--- src/design/slm_pkg.sv ---
// Shared constants for the lane mapper and its test pattern generators
// Summary of operation
// - Quad layout: two padded samples per lane
// - Dual layout: four lanes per channel, slots
// - Sync header error check is CRC-12 by default
// - Sync header may carry FEC instead
// - Lane redundancy only for four lanes or fewer
// - Lane set 0 uses lanes 3..0, 1 uses 7..4
// - Unselected lane set stays inactive
// - Sleep input disables all lane drivers
// - Control bit can also force sleep
// - Settings survive sleep unchanged
// - Test pattern chosen by select field
// - Test patterns never change powered lanes
// - PRBS bypasses transport, link, scrambling, encoding
// - PRBS7 taps six and seven
// - PRBS9 taps five and nine
// - PRBS15 taps fourteen and fifteen
// - PRBS23 taps eighteen and twenty-three
// - PRBS31 taps twenty-eight and thirty-one
// - Each lane PRBS starts at own phase
package slm_pkg;
  localparam int NUM_LANES  = 8;
  localparam int NUM_CH     = 4;
  localparam int SMP_PER_CH = 8;
  localparam int SMP_W      = 9;
  localparam int PAD_W      = 3;
  localparam int SLOT_W     = SMP_W + PAD_W;
  localparam int LANE_W     = 2 * SLOT_W;
  localparam int SMP_BUS_W  = NUM_CH * SMP_PER_CH * SMP_W;
  localparam int PRBS_W     = 31;

  // Register byte offsets
  localparam logic [7:0] CTRL_OFS   = 8'h00;
  localparam logic [7:0] STATUS_OFS = 8'h04;

  // Control fields
  localparam int CTRL_CNT_LSB  = 0;
  localparam int CTRL_FMT_BIT  = 2;
  localparam int CTRL_ALT_BIT  = 3;
  localparam int CTRL_FEC_BIT  = 4;
  localparam int CTRL_SLP_BIT  = 5;
  localparam int CTRL_TP_LSB   = 8;
  localparam logic [31:0] CTRL_RST = 32'h0000_0000;
  localparam logic [31:0] CTRL_MASK = 32'h0000_073f;

  // Status fields
  localparam int STAT_EN_LSB   = 0;
  localparam int STAT_SLP_BIT  = 8;
  localparam int STAT_PRBS_BIT = 9;
  localparam int STAT_ALT_BIT  = 10;

  // Lane count codes
  localparam logic [1:0] CNT_8 = 2'h0;
  localparam logic [1:0] CNT_4 = 2'h1;
  localparam logic [1:0] CNT_2 = 2'h2;

  typedef enum logic [2:0] {
    SLM_TP_NONE   = 3'h0,
    SLM_TP_PRBS7  = 3'h1,
    SLM_TP_PRBS9  = 3'h2,
    SLM_TP_PRBS15 = 3'h3,
    SLM_TP_PRBS23 = 3'h4,
    SLM_TP_PRBS31 = 3'h5
  } slm_tp_e;

  // Low seed bits come from the lane number, so every order differs per lane
  localparam logic [23:0] SEED_HI = 24'h5a_c3_96;

  localparam logic [1:0] AXI_OKAY   = 2'h0;
  localparam logic [1:0] AXI_SLVERR = 2'h2;
endpackage

--- src/design/slm_lane_mapper.sv ---
// Lane mapper top: register slave, sample mapping, lane set, sleep and test patterns
`timescale 1ns/1ps
module slm_lane_mapper (
  input  wire logic                            aclk,
  input  wire logic                            aresetn,
  // AXI4-Lite slave
  input  wire logic [7:0]                      s_axi_awaddr,
  input  wire logic                            s_axi_awvalid,
  output logic                                 s_axi_awready,
  input  wire logic [31:0]                     s_axi_wdata,
  input  wire logic [3:0]                      s_axi_wstrb,
  input  wire logic                            s_axi_wvalid,
  output logic                                 s_axi_wready,
  output logic [1:0]                           s_axi_bresp,
  output logic                                 s_axi_bvalid,
  input  wire logic                            s_axi_bready,
  input  wire logic [7:0]                      s_axi_araddr,
  input  wire logic                            s_axi_arvalid,
  output logic                                 s_axi_arready,
  output logic [31:0]                          s_axi_rdata,
  output logic [1:0]                           s_axi_rresp,
  output logic                                 s_axi_rvalid,
  input  wire logic                            s_axi_rready,
  // Sample input, channel c sample s at bits (c*8+s)*9
  input  wire logic [slm_pkg::SMP_BUS_W-1:0]   sample_data,
  input  wire logic                            sample_valid,
  // Sleep pin from outside the clock domain
  input  wire logic                            sleep_input,
  // Serializer side
  output logic [slm_pkg::NUM_LANES*slm_pkg::LANE_W-1:0] lane_data,
  output logic                                 lane_valid,
  output logic [slm_pkg::NUM_LANES-1:0]        lane_drive_en,
  output logic                                 lane_bypass,
  output logic                                 sync_header_fec
);
  localparam int NL = slm_pkg::NUM_LANES;
  localparam int LW = slm_pkg::LANE_W;

  //////////////////////////////////////////////////////////////////////////////
  // Register slave
  logic [31:0] ctrl_reg;
  logic [31:0] status_word;
  logic        aw_have_reg;
  logic [7:0]  aw_addr_reg;
  logic        w_have_reg;
  logic [31:0] w_data_reg;
  logic [3:0]  w_strb_reg;
  logic        wr_fire;
  logic        wr_hit;
  logic [31:0] wr_merged;

  assign s_axi_awready = !aw_have_reg && !s_axi_bvalid;
  assign s_axi_wready  = !w_have_reg && !s_axi_bvalid;
  assign s_axi_arready = !s_axi_rvalid;
  assign wr_fire       = aw_have_reg && w_have_reg;
  assign wr_hit        = (aw_addr_reg[7:2] == slm_pkg::CTRL_OFS[7:2]);

  always_comb begin
    wr_merged = ctrl_reg;
    for (int b = 0; b < 4; b++) begin
      if (w_strb_reg[b]) begin
        wr_merged[b*8 +: 8] = w_data_reg[b*8 +: 8];
      end
    end
  end

  always_ff @(posedge aclk) begin
    if (!aresetn) begin
      aw_have_reg <= 1'b0;
      aw_addr_reg <= 8'h00;
    end else if (s_axi_awvalid && s_axi_awready) begin
      aw_have_reg <= 1'b1;
      aw_addr_reg <= s_axi_awaddr;
    end else if (wr_fire) begin
      aw_have_reg <= 1'b0;
    end
  end

  always_ff @(posedge aclk) begin
    if (!aresetn) begin
      w_have_reg <= 1'b0;
      w_data_reg <= 32'h0000_0000;
      w_strb_reg <= 4'h0;
    end else if (s_axi_wvalid && s_axi_wready) begin
      w_have_reg <= 1'b1;
      w_data_reg <= s_axi_wdata;
      w_strb_reg <= s_axi_wstrb;
    end else if (wr_fire) begin
      w_have_reg <= 1'b0;
    end
  end

  // Settings are held only by reset, never by sleep
  always_ff @(posedge aclk) begin
    if (!aresetn) begin
      ctrl_reg <= slm_pkg::CTRL_RST;
    end else if (wr_fire && wr_hit) begin
      ctrl_reg <= wr_merged & slm_pkg::CTRL_MASK;
    end
  end

  always_ff @(posedge aclk) begin
    if (!aresetn) begin
      s_axi_bvalid <= 1'b0;
      s_axi_bresp  <= slm_pkg::AXI_OKAY;
    end else if (wr_fire) begin
      s_axi_bvalid <= 1'b1;
      s_axi_bresp  <= wr_hit ? slm_pkg::AXI_OKAY : slm_pkg::AXI_SLVERR;
    end else if (s_axi_bready) begin
      s_axi_bvalid <= 1'b0;
    end
  end

  always_ff @(posedge aclk) begin
    if (!aresetn) begin
      s_axi_rvalid <= 1'b0;
      s_axi_rdata  <= 32'h0000_0000;
      s_axi_rresp  <= slm_pkg::AXI_OKAY;
    end else if (s_axi_arvalid && s_axi_arready) begin
      s_axi_rvalid <= 1'b1;
      if (s_axi_araddr[7:2] == slm_pkg::CTRL_OFS[7:2]) begin
        s_axi_rdata <= ctrl_reg;
        s_axi_rresp <= slm_pkg::AXI_OKAY;
      end else if (s_axi_araddr[7:2] == slm_pkg::STATUS_OFS[7:2]) begin
        s_axi_rdata <= status_word;
        s_axi_rresp <= slm_pkg::AXI_OKAY;
      end else begin
        s_axi_rdata <= 32'h0000_0000;
        s_axi_rresp <= slm_pkg::AXI_SLVERR;
      end
    end else if (s_axi_rready) begin
      s_axi_rvalid <= 1'b0;
    end
  end

  //////////////////////////////////////////////////////////////////////////////
  // Control decode
  logic [1:0] lane_mode_select;
  logic       dual_layout;
  logic       lane_set_select;
  logic [2:0] test_pattern_select;
  logic       alt_active;
  logic       prbs_on;
  logic       asleep;
  logic       sleep_meta_reg;
  logic       sleep_sync_reg;
  logic [NL-1:0] lane_active;

  assign lane_mode_select    = ctrl_reg[slm_pkg::CTRL_CNT_LSB +: 2];
  assign dual_layout         = ctrl_reg[slm_pkg::CTRL_FMT_BIT];
  assign lane_set_select     = ctrl_reg[slm_pkg::CTRL_ALT_BIT];
  assign test_pattern_select = ctrl_reg[slm_pkg::CTRL_TP_LSB +: 3];

  // Alternate set only with four lanes or fewer; eight lanes already use both sets
  assign alt_active = lane_set_select && (lane_mode_select != slm_pkg::CNT_8);

  always_comb begin
    unique case (test_pattern_select)
      slm_pkg::SLM_TP_PRBS7,
      slm_pkg::SLM_TP_PRBS9,
      slm_pkg::SLM_TP_PRBS15,
      slm_pkg::SLM_TP_PRBS23,
      slm_pkg::SLM_TP_PRBS31: prbs_on = 1'b1;
      default:                prbs_on = 1'b0;
    endcase
  end

  always_ff @(posedge aclk) begin
    if (!aresetn) begin
      sleep_meta_reg <= 1'b0;
      sleep_sync_reg <= 1'b0;
    end else begin
      sleep_meta_reg <= sleep_input;
      sleep_sync_reg <= sleep_meta_reg;
    end
  end

  // Receiver must relink and flush stale samples after wake; nothing here holds off data
  assign asleep = sleep_sync_reg || ctrl_reg[slm_pkg::CTRL_SLP_BIT];

  //////////////////////////////////////////////////////////////////////////////
  // Lane mapping and enables
  logic [NL*LW-1:0] mapped_word;
  logic [NL*LW-1:0] prbs_word;
  logic [2:0]       tp_prev_reg;
  logic             prbs_restart;
  logic             prbs_fresh_reg;

  // Restart on any change of selection; the link is expected down meanwhile
  assign prbs_restart = (test_pattern_select != tp_prev_reg);

  always_ff @(posedge aclk) begin
    if (!aresetn) begin
      tp_prev_reg <= slm_pkg::SLM_TP_NONE;
    end else begin
      tp_prev_reg <= test_pattern_select;
    end
  end

  // Generator word is still the cleared one the cycle after a restart; keep it unmarked
  always_ff @(posedge aclk) begin
    if (!aresetn) begin
      prbs_fresh_reg <= 1'b0;
    end else begin
      prbs_fresh_reg <= prbs_restart;
    end
  end

  genvar g;
  generate
    for (g = 0; g < NL; g++) begin : g_lane
      localparam int LOG_L = g % 4;
      localparam int QA_CH = g / 2;
      localparam int QA_S0 = g % 2;
      localparam int DU_CH = g / 4;
      localparam int DU_S0 = g % 4;
      logic [3:0]                  logical;
      logic [1:0]                  ch_q;
      logic [2:0]                  s0_q;
      logic [slm_pkg::SMP_W-1:0]   smp0;
      logic [slm_pkg::SMP_W-1:0]   smp1;
      logic                        in_set;

      // Lane set 0 maps logical lane n to n, set 1 moves it up by four
      always_comb begin
        if (alt_active) begin
          in_set  = (g >= 4);
          logical = 4'(LOG_L);
        end else begin
          in_set  = (g < 4) || (lane_mode_select == slm_pkg::CNT_8);
          logical = 4'(g);
        end
      end

      // Count follows lane mode only, whatever test is running
      always_comb begin
        unique case (lane_mode_select)
          slm_pkg::CNT_8: lane_active[g] = in_set;
          slm_pkg::CNT_4: lane_active[g] = in_set && (logical < 4'h4);
          slm_pkg::CNT_2: lane_active[g] = in_set && (logical < 4'h2);
          default:        lane_active[g] = 1'b0;
        endcase
      end

      // Channel and first sample of the logical lane for each layout
      always_comb begin
        if (dual_layout) begin
          ch_q = (logical < 4'h4) ? 2'h0 : 2'h1;
          s0_q = 3'(logical % 4);
          smp0 = sample_data[(32'(ch_q) * 8 + 32'(s0_q)) * slm_pkg::SMP_W +: slm_pkg::SMP_W];
          smp1 = sample_data[(32'(ch_q) * 8 + 32'(s0_q) + 4) * slm_pkg::SMP_W +: slm_pkg::SMP_W];
        end else begin
          ch_q = 2'(logical / 2);
          s0_q = 3'(logical % 2);
          smp0 = sample_data[(32'(ch_q) * 8 + 32'(s0_q)) * slm_pkg::SMP_W +: slm_pkg::SMP_W];
          smp1 = sample_data[(32'(ch_q) * 8 + 32'(s0_q) + 2) * slm_pkg::SMP_W +: slm_pkg::SMP_W];
        end
      end

      // Slot 0 occupies the upper half of the lane word
      assign mapped_word[g*LW +: LW] = {smp0, {slm_pkg::PAD_W{1'b0}},
                                        smp1, {slm_pkg::PAD_W{1'b0}}};

      slm_prbs_gen u_prbs (
        .aclk      (aclk),
        .aresetn   (aresetn),
        .restart   (prbs_restart),
        .run       (prbs_on),
        .order_sel (test_pattern_select),
        .seed      ({slm_pkg::SEED_HI, 7'(g + 1)}),
        .word      (prbs_word[g*LW +: LW])
      );
    end
  endgenerate

  //////////////////////////////////////////////////////////////////////////////
  // Output stage
  logic [NL-1:0] drive_next;

  // Inactive set and sleep both force drivers off
  assign drive_next = asleep ? '0 : lane_active;

  always_ff @(posedge aclk) begin
    if (!aresetn) begin
      lane_drive_en <= '0;
    end else begin
      lane_drive_en <= drive_next;
    end
  end

  // PRBS words bypass framing; idle lanes carry zero so nothing leaks out
  always_ff @(posedge aclk) begin
    if (!aresetn) begin
      lane_data  <= '0;
      lane_valid <= 1'b0;
    end else if (prbs_on) begin
      for (int l = 0; l < NL; l++) begin
        lane_data[l*LW +: LW] <= drive_next[l] ? prbs_word[l*LW +: LW] : '0;
      end
      lane_valid <= !asleep && !prbs_restart && !prbs_fresh_reg;
    end else begin
      for (int l = 0; l < NL; l++) begin
        lane_data[l*LW +: LW] <= drive_next[l] ? mapped_word[l*LW +: LW] : '0;
      end
      lane_valid <= sample_valid && !asleep;
    end
  end

  // Only the CRC-12 and FEC choices exist for the sync header
  always_ff @(posedge aclk) begin
    if (!aresetn) begin
      sync_header_fec <= 1'b0;
      lane_bypass     <= 1'b0;
    end else begin
      sync_header_fec <= ctrl_reg[slm_pkg::CTRL_FEC_BIT];
      lane_bypass     <= prbs_on;
    end
  end

  always_comb begin
    status_word = 32'h0000_0000;
    status_word[slm_pkg::STAT_EN_LSB +: NL] = lane_drive_en;
    status_word[slm_pkg::STAT_SLP_BIT]      = asleep;
    status_word[slm_pkg::STAT_PRBS_BIT]     = prbs_on;
    status_word[slm_pkg::STAT_ALT_BIT]      = alt_active;
  end
endmodule

--- src/design/slm_prbs_gen.sv ---
// One lane of PRBS generation, one lane word per clock
`timescale 1ns/1ps
module slm_prbs_gen (
  input  wire logic                        aclk,
  input  wire logic                        aresetn,
  input  wire logic                        restart,
  input  wire logic                        run,
  input  wire logic [2:0]                  order_sel,
  input  wire logic [slm_pkg::PRBS_W-1:0]  seed,
  output logic      [slm_pkg::LANE_W-1:0]  word
);
  logic [slm_pkg::PRBS_W-1:0] state_reg;
  logic [slm_pkg::PRBS_W-1:0] state_next;
  logic [slm_pkg::LANE_W-1:0] word_next;
  logic [4:0]                 tap_a;
  logic [4:0]                 tap_b;

  always_comb begin
    unique case (order_sel)
      slm_pkg::SLM_TP_PRBS7: begin
        tap_a = 5'h05;
        tap_b = 5'h06;
      end
      slm_pkg::SLM_TP_PRBS9: begin
        tap_a = 5'h04;
        tap_b = 5'h08;
      end
      slm_pkg::SLM_TP_PRBS15: begin
        tap_a = 5'h0d;
        tap_b = 5'h0e;
      end
      slm_pkg::SLM_TP_PRBS23: begin
        tap_a = 5'h11;
        tap_b = 5'h16;
      end
      default: begin
        tap_a = 5'h1b;
        tap_b = 5'h1e;
      end
    endcase
  end

  // Bit 0 of the state is the most recent bit sent; first bit goes out at the word MSB
  always_comb begin
    state_next = state_reg;
    word_next  = '0;
    for (int i = 0; i < slm_pkg::LANE_W; i++) begin
      word_next[slm_pkg::LANE_W-1-i] = state_next[tap_a] ^ state_next[tap_b];
      state_next = {state_next[slm_pkg::PRBS_W-2:0], word_next[slm_pkg::LANE_W-1-i]};
    end
  end

  always_ff @(posedge aclk) begin
    if (!aresetn) begin
      state_reg <= '1;
    end else if (restart) begin
      state_reg <= seed;
    end else if (run) begin
      state_reg <= state_next;
    end
  end

  always_ff @(posedge aclk) begin
    if (!aresetn || !run || restart) begin
      word <= '0;
    end else begin
      word <= word_next;
    end
  end
endmodule
--- config.mk ---
export PLATFORM = sky130hd
export DESIGN_NAME = slm_lane_mapper
export DESIGN_NICKNAME = d
export VERILOG_FILES = /design/src/design/slm_pkg.sv /design/src/design/slm_lane_mapper.sv /design/src/design/slm_prbs_gen.sv
export SDC_FILE = /design/constraint.sdc
export NUM_CORES = 2
export LEC_CHECK = 0
export BUFFER_PORTS_ARGS = -buffer_cell sky130_fd_sc_hd__buf_2
export CORE_ASPECT_RATIO = 1.2
export CORE_UTILIZATION = 25
export DETAILED_ROUTE_END_ITERATION = 10
export SETUP_SLACK_MARGIN = 0.5
export SYNTH_ARGS = -nofsm -noshare
export SYNTH_HDL_FRONTEND = slang
export SYNTH_HIERARCHICAL = 1
export SYNTH_SLANG_ARGS = --single-unit
--- constraint.sdc ---
create_clock -name aclk -period 5.8 [get_ports aclk]
set_clock_uncertainty 0.2 [all_clocks]
set_input_delay 0.58 -clock aclk [delete_from_list [all_inputs] [get_ports aclk]]
set_output_delay 0.58 -clock aclk [all_outputs]
set_load 0.01 [all_outputs]
Word-level counts from Yosys, hierarchy flattened:

Index checks and enable logic that the tools add are counted.
W data, S select, Z words.

* bits in registers: 719
* input port bits: 349
* output and inout bits: 244
* logic and storage cells: 1199

* add/sub/neg operators: 16
* multiply operators: 16
* $lt $le $gt $ge: 10
* equal/unequal tests: 9
* shift operators: 16
* muxes and demuxes: 848
* bitwise logic cells: 193
* reductions and logical operators: 46

Operators by type and width (count)
* $shiftx A288 B33 Y9: 8
* $bmux W1 S5: 384
* $shiftx A288 B11 Y9: 4
* $shiftx A288 B12 Y9: 4
* $mux W31: 16
* $mux W1: 401
* $mux W24: 16
* $mul A32 B4 Y32 const B: 8
* $mux W192: 1
* $xor A1 B1 Y1: 192
* $mux W9: 14
* $mul A7 B4 Y11 const B: 4
* $mul A6 B4 Y10 const B: 4
* $pmux W5 S4: 2
* $mux W32: 1
* $add A6 B2 Y7 const B: 4
* $add A5 B1 Y6: 4
* $add A5 B3 Y6 const B: 4
* $add A4 B2 Y5: 4
* $logic_and A1 B1 Y1: 19
* $lt A4 B2 Y1 const B: 4
* $lt A4 B3 Y1 const B: 4
* $logic_not A6 Y1: 2
* $lt A5 B6 Y1 const B: 2
* other kinds (21): 48

Longest topological paths before layout:

* depth in word-level cells: 76
* gate-level depth with buffers: 17

By module:

Netlist, hierarchy kept.

By module, submodules not included
* slm_prbs_gen at g_lane[0].u_prbs ...: times used 7, cells an instance 693, area an instance 5175.0 um^2, sequential area each 1101.1 um^2
* slm_lane_mapper: times used 1, cells an instance 1267, area an instance 10704.0 um^2, sequential area each 4944.7 um^2
* slm_prbs_gen at g_lane[7].u_prbs: times used 1, cells an instance 735, area an instance 5258.8 um^2, sequential area each 1101.1 um^2

Worst setup path after synthesis:

No wires, ideal clock.

* kind: register to register
* from: register ctrl_reg[9]
* to: register g_lane[7].u_prbs/state_reg[3] (netlist name)
* setup time: 0.095 ns
* data arrival time: 4.811 ns
* slack: 0.694 ns
* stages on the path, launching flop included: 16
* path buffers: 4
* clock period less this slack: 5.106 ns
* cells stage by stage: dfxtp_1 > buf_4 > buf_4 > buf_2 > nor3b_1 > buf_2 > a221oi_2 > xor2_1 > a2111o_1 > nand3_1 > a211oi_1 > mux2_2 > or3b_1 > xor2_1 > o211a_1 > o311ai_1

* cells in the longest elaborated chain, start to end: 65

RTL lines
* start: declaration: line slm_lane_mapper.sv:41 `logic [31:0] ctrl_reg;`
* start signal: assignment: line slm_lane_mapper.sv:96 `ctrl_reg <= slm_pkg::CTRL_RST;`
* start signal: assignment: line slm_lane_mapper.sv:98 `ctrl_reg <= wr_merged & slm_pkg::CTRL_MASK;`
* $eq A3 B3 Y1, or another cell as far along: line slm_lane_mapper.sv:158, slm_prbs_gen.sv:19
* $pmux W5 S4: line slm_prbs_gen.sv:19 `unique case (order_sel)`
* $bmux W1 S5: line slm_prbs_gen.sv:48 `word_next[slm_pkg::LANE_W-1-i] = state_next[tap_a] ^ state_next[tap_b];`
* $mux W1 (not written as such): line slm_prbs_gen.sv:48
* $xor A1 B1 Y1: line slm_prbs_gen.sv:48
* $bmux W1 S5: line slm_prbs_gen.sv:48
* $mux W1 (not written as such): line slm_prbs_gen.sv:48
* $xor A1 B1 Y1: line slm_prbs_gen.sv:48
* [49 not listed]
* $mux W1 (not written as such): line slm_prbs_gen.sv:48
* $xor A1 B1 Y1: line slm_prbs_gen.sv:48
* $bmux W1 S5: line slm_prbs_gen.sv:48
* $mux W1 (not written as such): line slm_prbs_gen.sv:48
* $xor A1 B1 Y1: line slm_prbs_gen.sv:48
* $bmux W1 S5: line slm_prbs_gen.sv:48
* $mux W1 (not written as such): line slm_prbs_gen.sv:48
* $xor A1 B1 Y1: line slm_prbs_gen.sv:48
* end signal: assignment: line slm_prbs_gen.sv:59 `state_reg <= state_next;`
* end: declaration: line slm_prbs_gen.sv:12 `logic [slm_pkg::PRBS_W-1:0] state_reg;`

Several ways; a longest one is shown, not always the timed one. The select of a mux whose other input is x is not followed.
A chain may end at the register's enable or synchronous reset.

Final worst setup path:

Ends and elaborated chain as after synthesis.

==> results.md <==
- Status: completed
- RSZ-0062 raised after global routing: true
- Final Net Count: 8,154
- 1st-iter DRT viols: 6,509
- Register share of total power: 42.5%
- CTS clk-pin slew, worst paths: 70 ps
- WHS: 22.1 ps
- Crit path from: ctrl_reg[9]
- Hold Path End: lane_data[184]
- Largest net degree at the start of global routing: 102
- Core area: 207,000 um^2
- Design Power: 11.5 mW
- Clk pwr share: 48.9%
- Clk Latency, worst-skew pair: 760 ps
- CTS tree: done
- R2R setup slack: 620 ps
- Share of the synthesized area in the top cell type: 26.4%
- Commonest cells in the netlist: nand2_1, dfxtp_1, nor2_1
- Final wirelength: 308,000 um
- Worst Setup End Kind: flop
- Psw: 3.18 mW
- Vias per cell: 5.65
- Mapped cell area: 52,200 um^2
- Headroom to the max-slew limit: 21.1%
- Mapped Cells: 6,853
- Distinct cells, synth: 111
- MaxCap Viol Count: 0
- Crit Path Class: reg2reg
- WL/cell: 28.8 um
- Share of total power in combinational logic: 8.6%
- Reg2Reg Depth: 18
- Count leader, synth: nand2_1
- DP HPWL: 235,000 um
- Area contributors post-synth: dfxtp_1, mux2i_1, nand2_1
- Post-synth EDFFs: 0
- Overall Global Routing Usage: 28.1%
- Global placement routability congestion: 1.05
- Critical Path AT: 5630 ps
- Vias after detailed routing: 60,500
- First-pass GRT wire length: 431,000 um
- Ys flop type: dfxtp_1
- Final hold viol count: 0
- Row cnt: 183
- Initial antenna violation count: 35
- Max FFs per register: 248
- Largest area contributor in the netlist: dfxtp_1
- Mean Syn Cell Area: 7.62 um^2
- Yosys warns: 6
- Final setup margin: 622 ps
- Layout area overhead: 26.1%
- Die area: 211,000 um^2
- Fin cells: 10,700
- Post-synthesis sequential area ratio: 26.4%
- Root buffer cell: clkbuf_16
- Minimum clock period: 5180 ps
- Critical Path Fanout Max: 17
- Die Span X: 419 um
- Congestion Overflow GR: 0
- Share of layout cells above drive strength 1: 21.4%
- Synthesized flop and latch total: 687
- Peak supply drop: 0.210 mV
- Vias in the first global route: 57,000
- Final Max Slew Viols: 0
- Final design utilization: 31.8%
- ANT nets after route: 0
- Required @ worst endpoint: 6250 ps
- Int Power: 8.27 mW
- Worst-Margin Slew: 1160 ps
- DP Worst Slack: 446 ps
- Longest Clk Path Bufs: 3
- Part of the cycle the worst path needs: 89.3%
- Sw frac: 27.8%
- IO Pins: 593
- Final-layout fill cell count: 22,300
- DP Area: 62,100 um^2
- PwrDens: 174 nW/um^2
- Worst R2R Start: ctrl_reg[9]
- Hold Crit Class: in2reg
- CTS Buf Count: 78
- Die Ht: 503 um
- LEAKAGE: 26.3 nW
- Reg-to-reg endpoint: g_lane[7].u_prbs/state_reg[3]
- Max Fclk: 193 MHz
- Clk sinks: 687
- Asr flop ratio synth: 0%
- H-Tree Depth: 3
- # DRC: 0
- Min-delay src: sample_data[226]
- CP startpoint kind: flop
- Placed insts: 10,400
- Number of port buffers: 468
- Hold Path Stages: 4
- Router iterations before antenna repair: 8
- Final setup viols: 0
- Final setup TNS: 0 ps
- Fin area: 65,800 um^2
- Starting Density: 25.2%
## final cells by class
class | count | area, um^2 | area share, %
Clock buffer | 96 | 2140 | 3.25
Inverter | 104 | 398 | 0.605
Clock inverter | 46 | 673 | 1.02
Timing Repair Buffer | 1275 | 9070 | 13.8
Tap cell | 2775 | 3470 | 5.28
Antenna cell | 54 | 135 | 0.205
Sequential cell | 687 | 13800 | 20.9
Multi-Input combinational cell | 5659 | 36200 | 54.9
## power groups by stage
stage               combinational, mW  sequential (mW)  clock [mW]
floorplan                       0.381             4.97           0
global placement                0.941             4.97           0
detailed placement              0.942             4.97           0
CTS                             0.971             4.87        5.72
global route                     1.03             4.87        5.87
finish                          0.984             4.87        5.60
## layer usage
| layer | up-vias | global-route usage, % | routed length (um) |
|---|---|---|---|
| met1 | 29600 | 33.3 | 119000 |
| met2 | 2981 | 45.7 | 142000 |
| li1 | 27000 | - | - |
| met4 | 16 | 20.5 | 25300 |
| met5 | - | 0 | 105 |
| met3 | 786 | 4.43 | 21300 |
## timing repair
item	in CTS	in global routing
setup endpoints to repair	9	58
cloned	0	0
setup buffers	2	13
hold endpoints to repair	70	0
pin swaps	0	4
hold buffers	44	0
gates resized for setup	0	22
## placed cells by master, fill, tap and decap left out, types with 32 or more instances in the layout
master / instances
a211oi_1: 167
a21o_1: 35
a21oi_1: 612
a221oi_1: 120
a22oi_1: 61
a31oi_1: 33
and2_1: 93
and3_1: 91
buf_12: 38
buf_2: 467
buf_4: 720
clkbuf_16: 78
conb_1: 271
dfxtp_1: 683
diode_2: 54
dlygate4sd3_1: 44
inv_1: 90
mux2_2: 62
mux2i_1: 357
nand2_1: 856
nand2b_1: 80
nand3_1: 117
nand3b_1: 67
nand4_1: 32
nor2_1: 658
nor2b_1: 42
nor3_1: 48
nor4b_1: 35
o211a_1: 36
o211ai_1: 181
o21a_1: 47
o21ai_0: 347
o21bai_1: 43
o221ai_1: 56
o22a_1: 37
o22ai_1: 90
o31ai_1: 66
xnor2_1: 116
xor2_1: 66
## worst max-delay path by stage
stage	endpoint	cells past startpoint	slack (ps)
floorplan	g_lane[7].u_prbs/state_reg[3]	15	690
global placement	g_lane[5].u_prbs/state_reg[1]	17	410
detailed placement	g_lane[0].u_prbs/state_reg[1]	17	450
CTS	g_lane[5].u_prbs/state_reg[1]	18	520
global route	g_lane[6].u_prbs/word[4]	17	450
finish	g_lane[7].u_prbs/state_reg[3]	18	620
## kinds of logic after synthesis
family	synth area share, %
AO/OA/AOI/OAI	32.7
XOR/XNOR	3.52
buffers and inverters	6.74
flip-flops	26.4
multiplexers	8.54
other	0.0144
AND/OR/NAND/NOR	22.1
## critical path: stages, from the launching register on
cell	delay (ps)
dfxtp_4	480
buf_12	190
buf_16	160
buf_4	190
or4b_1	540
o211a_1	160
a211oi_1	500
or2_0	180
buf_4	190
nor2_1	60
o211a_1	310
o31ai_1	430
buf_4	190
nand2_1	120
xor2_1	210
a211oi_1	310
xor2_1	150
o211a_1	230
o311ai_1	270
Power figures use the tool's default switching activity.
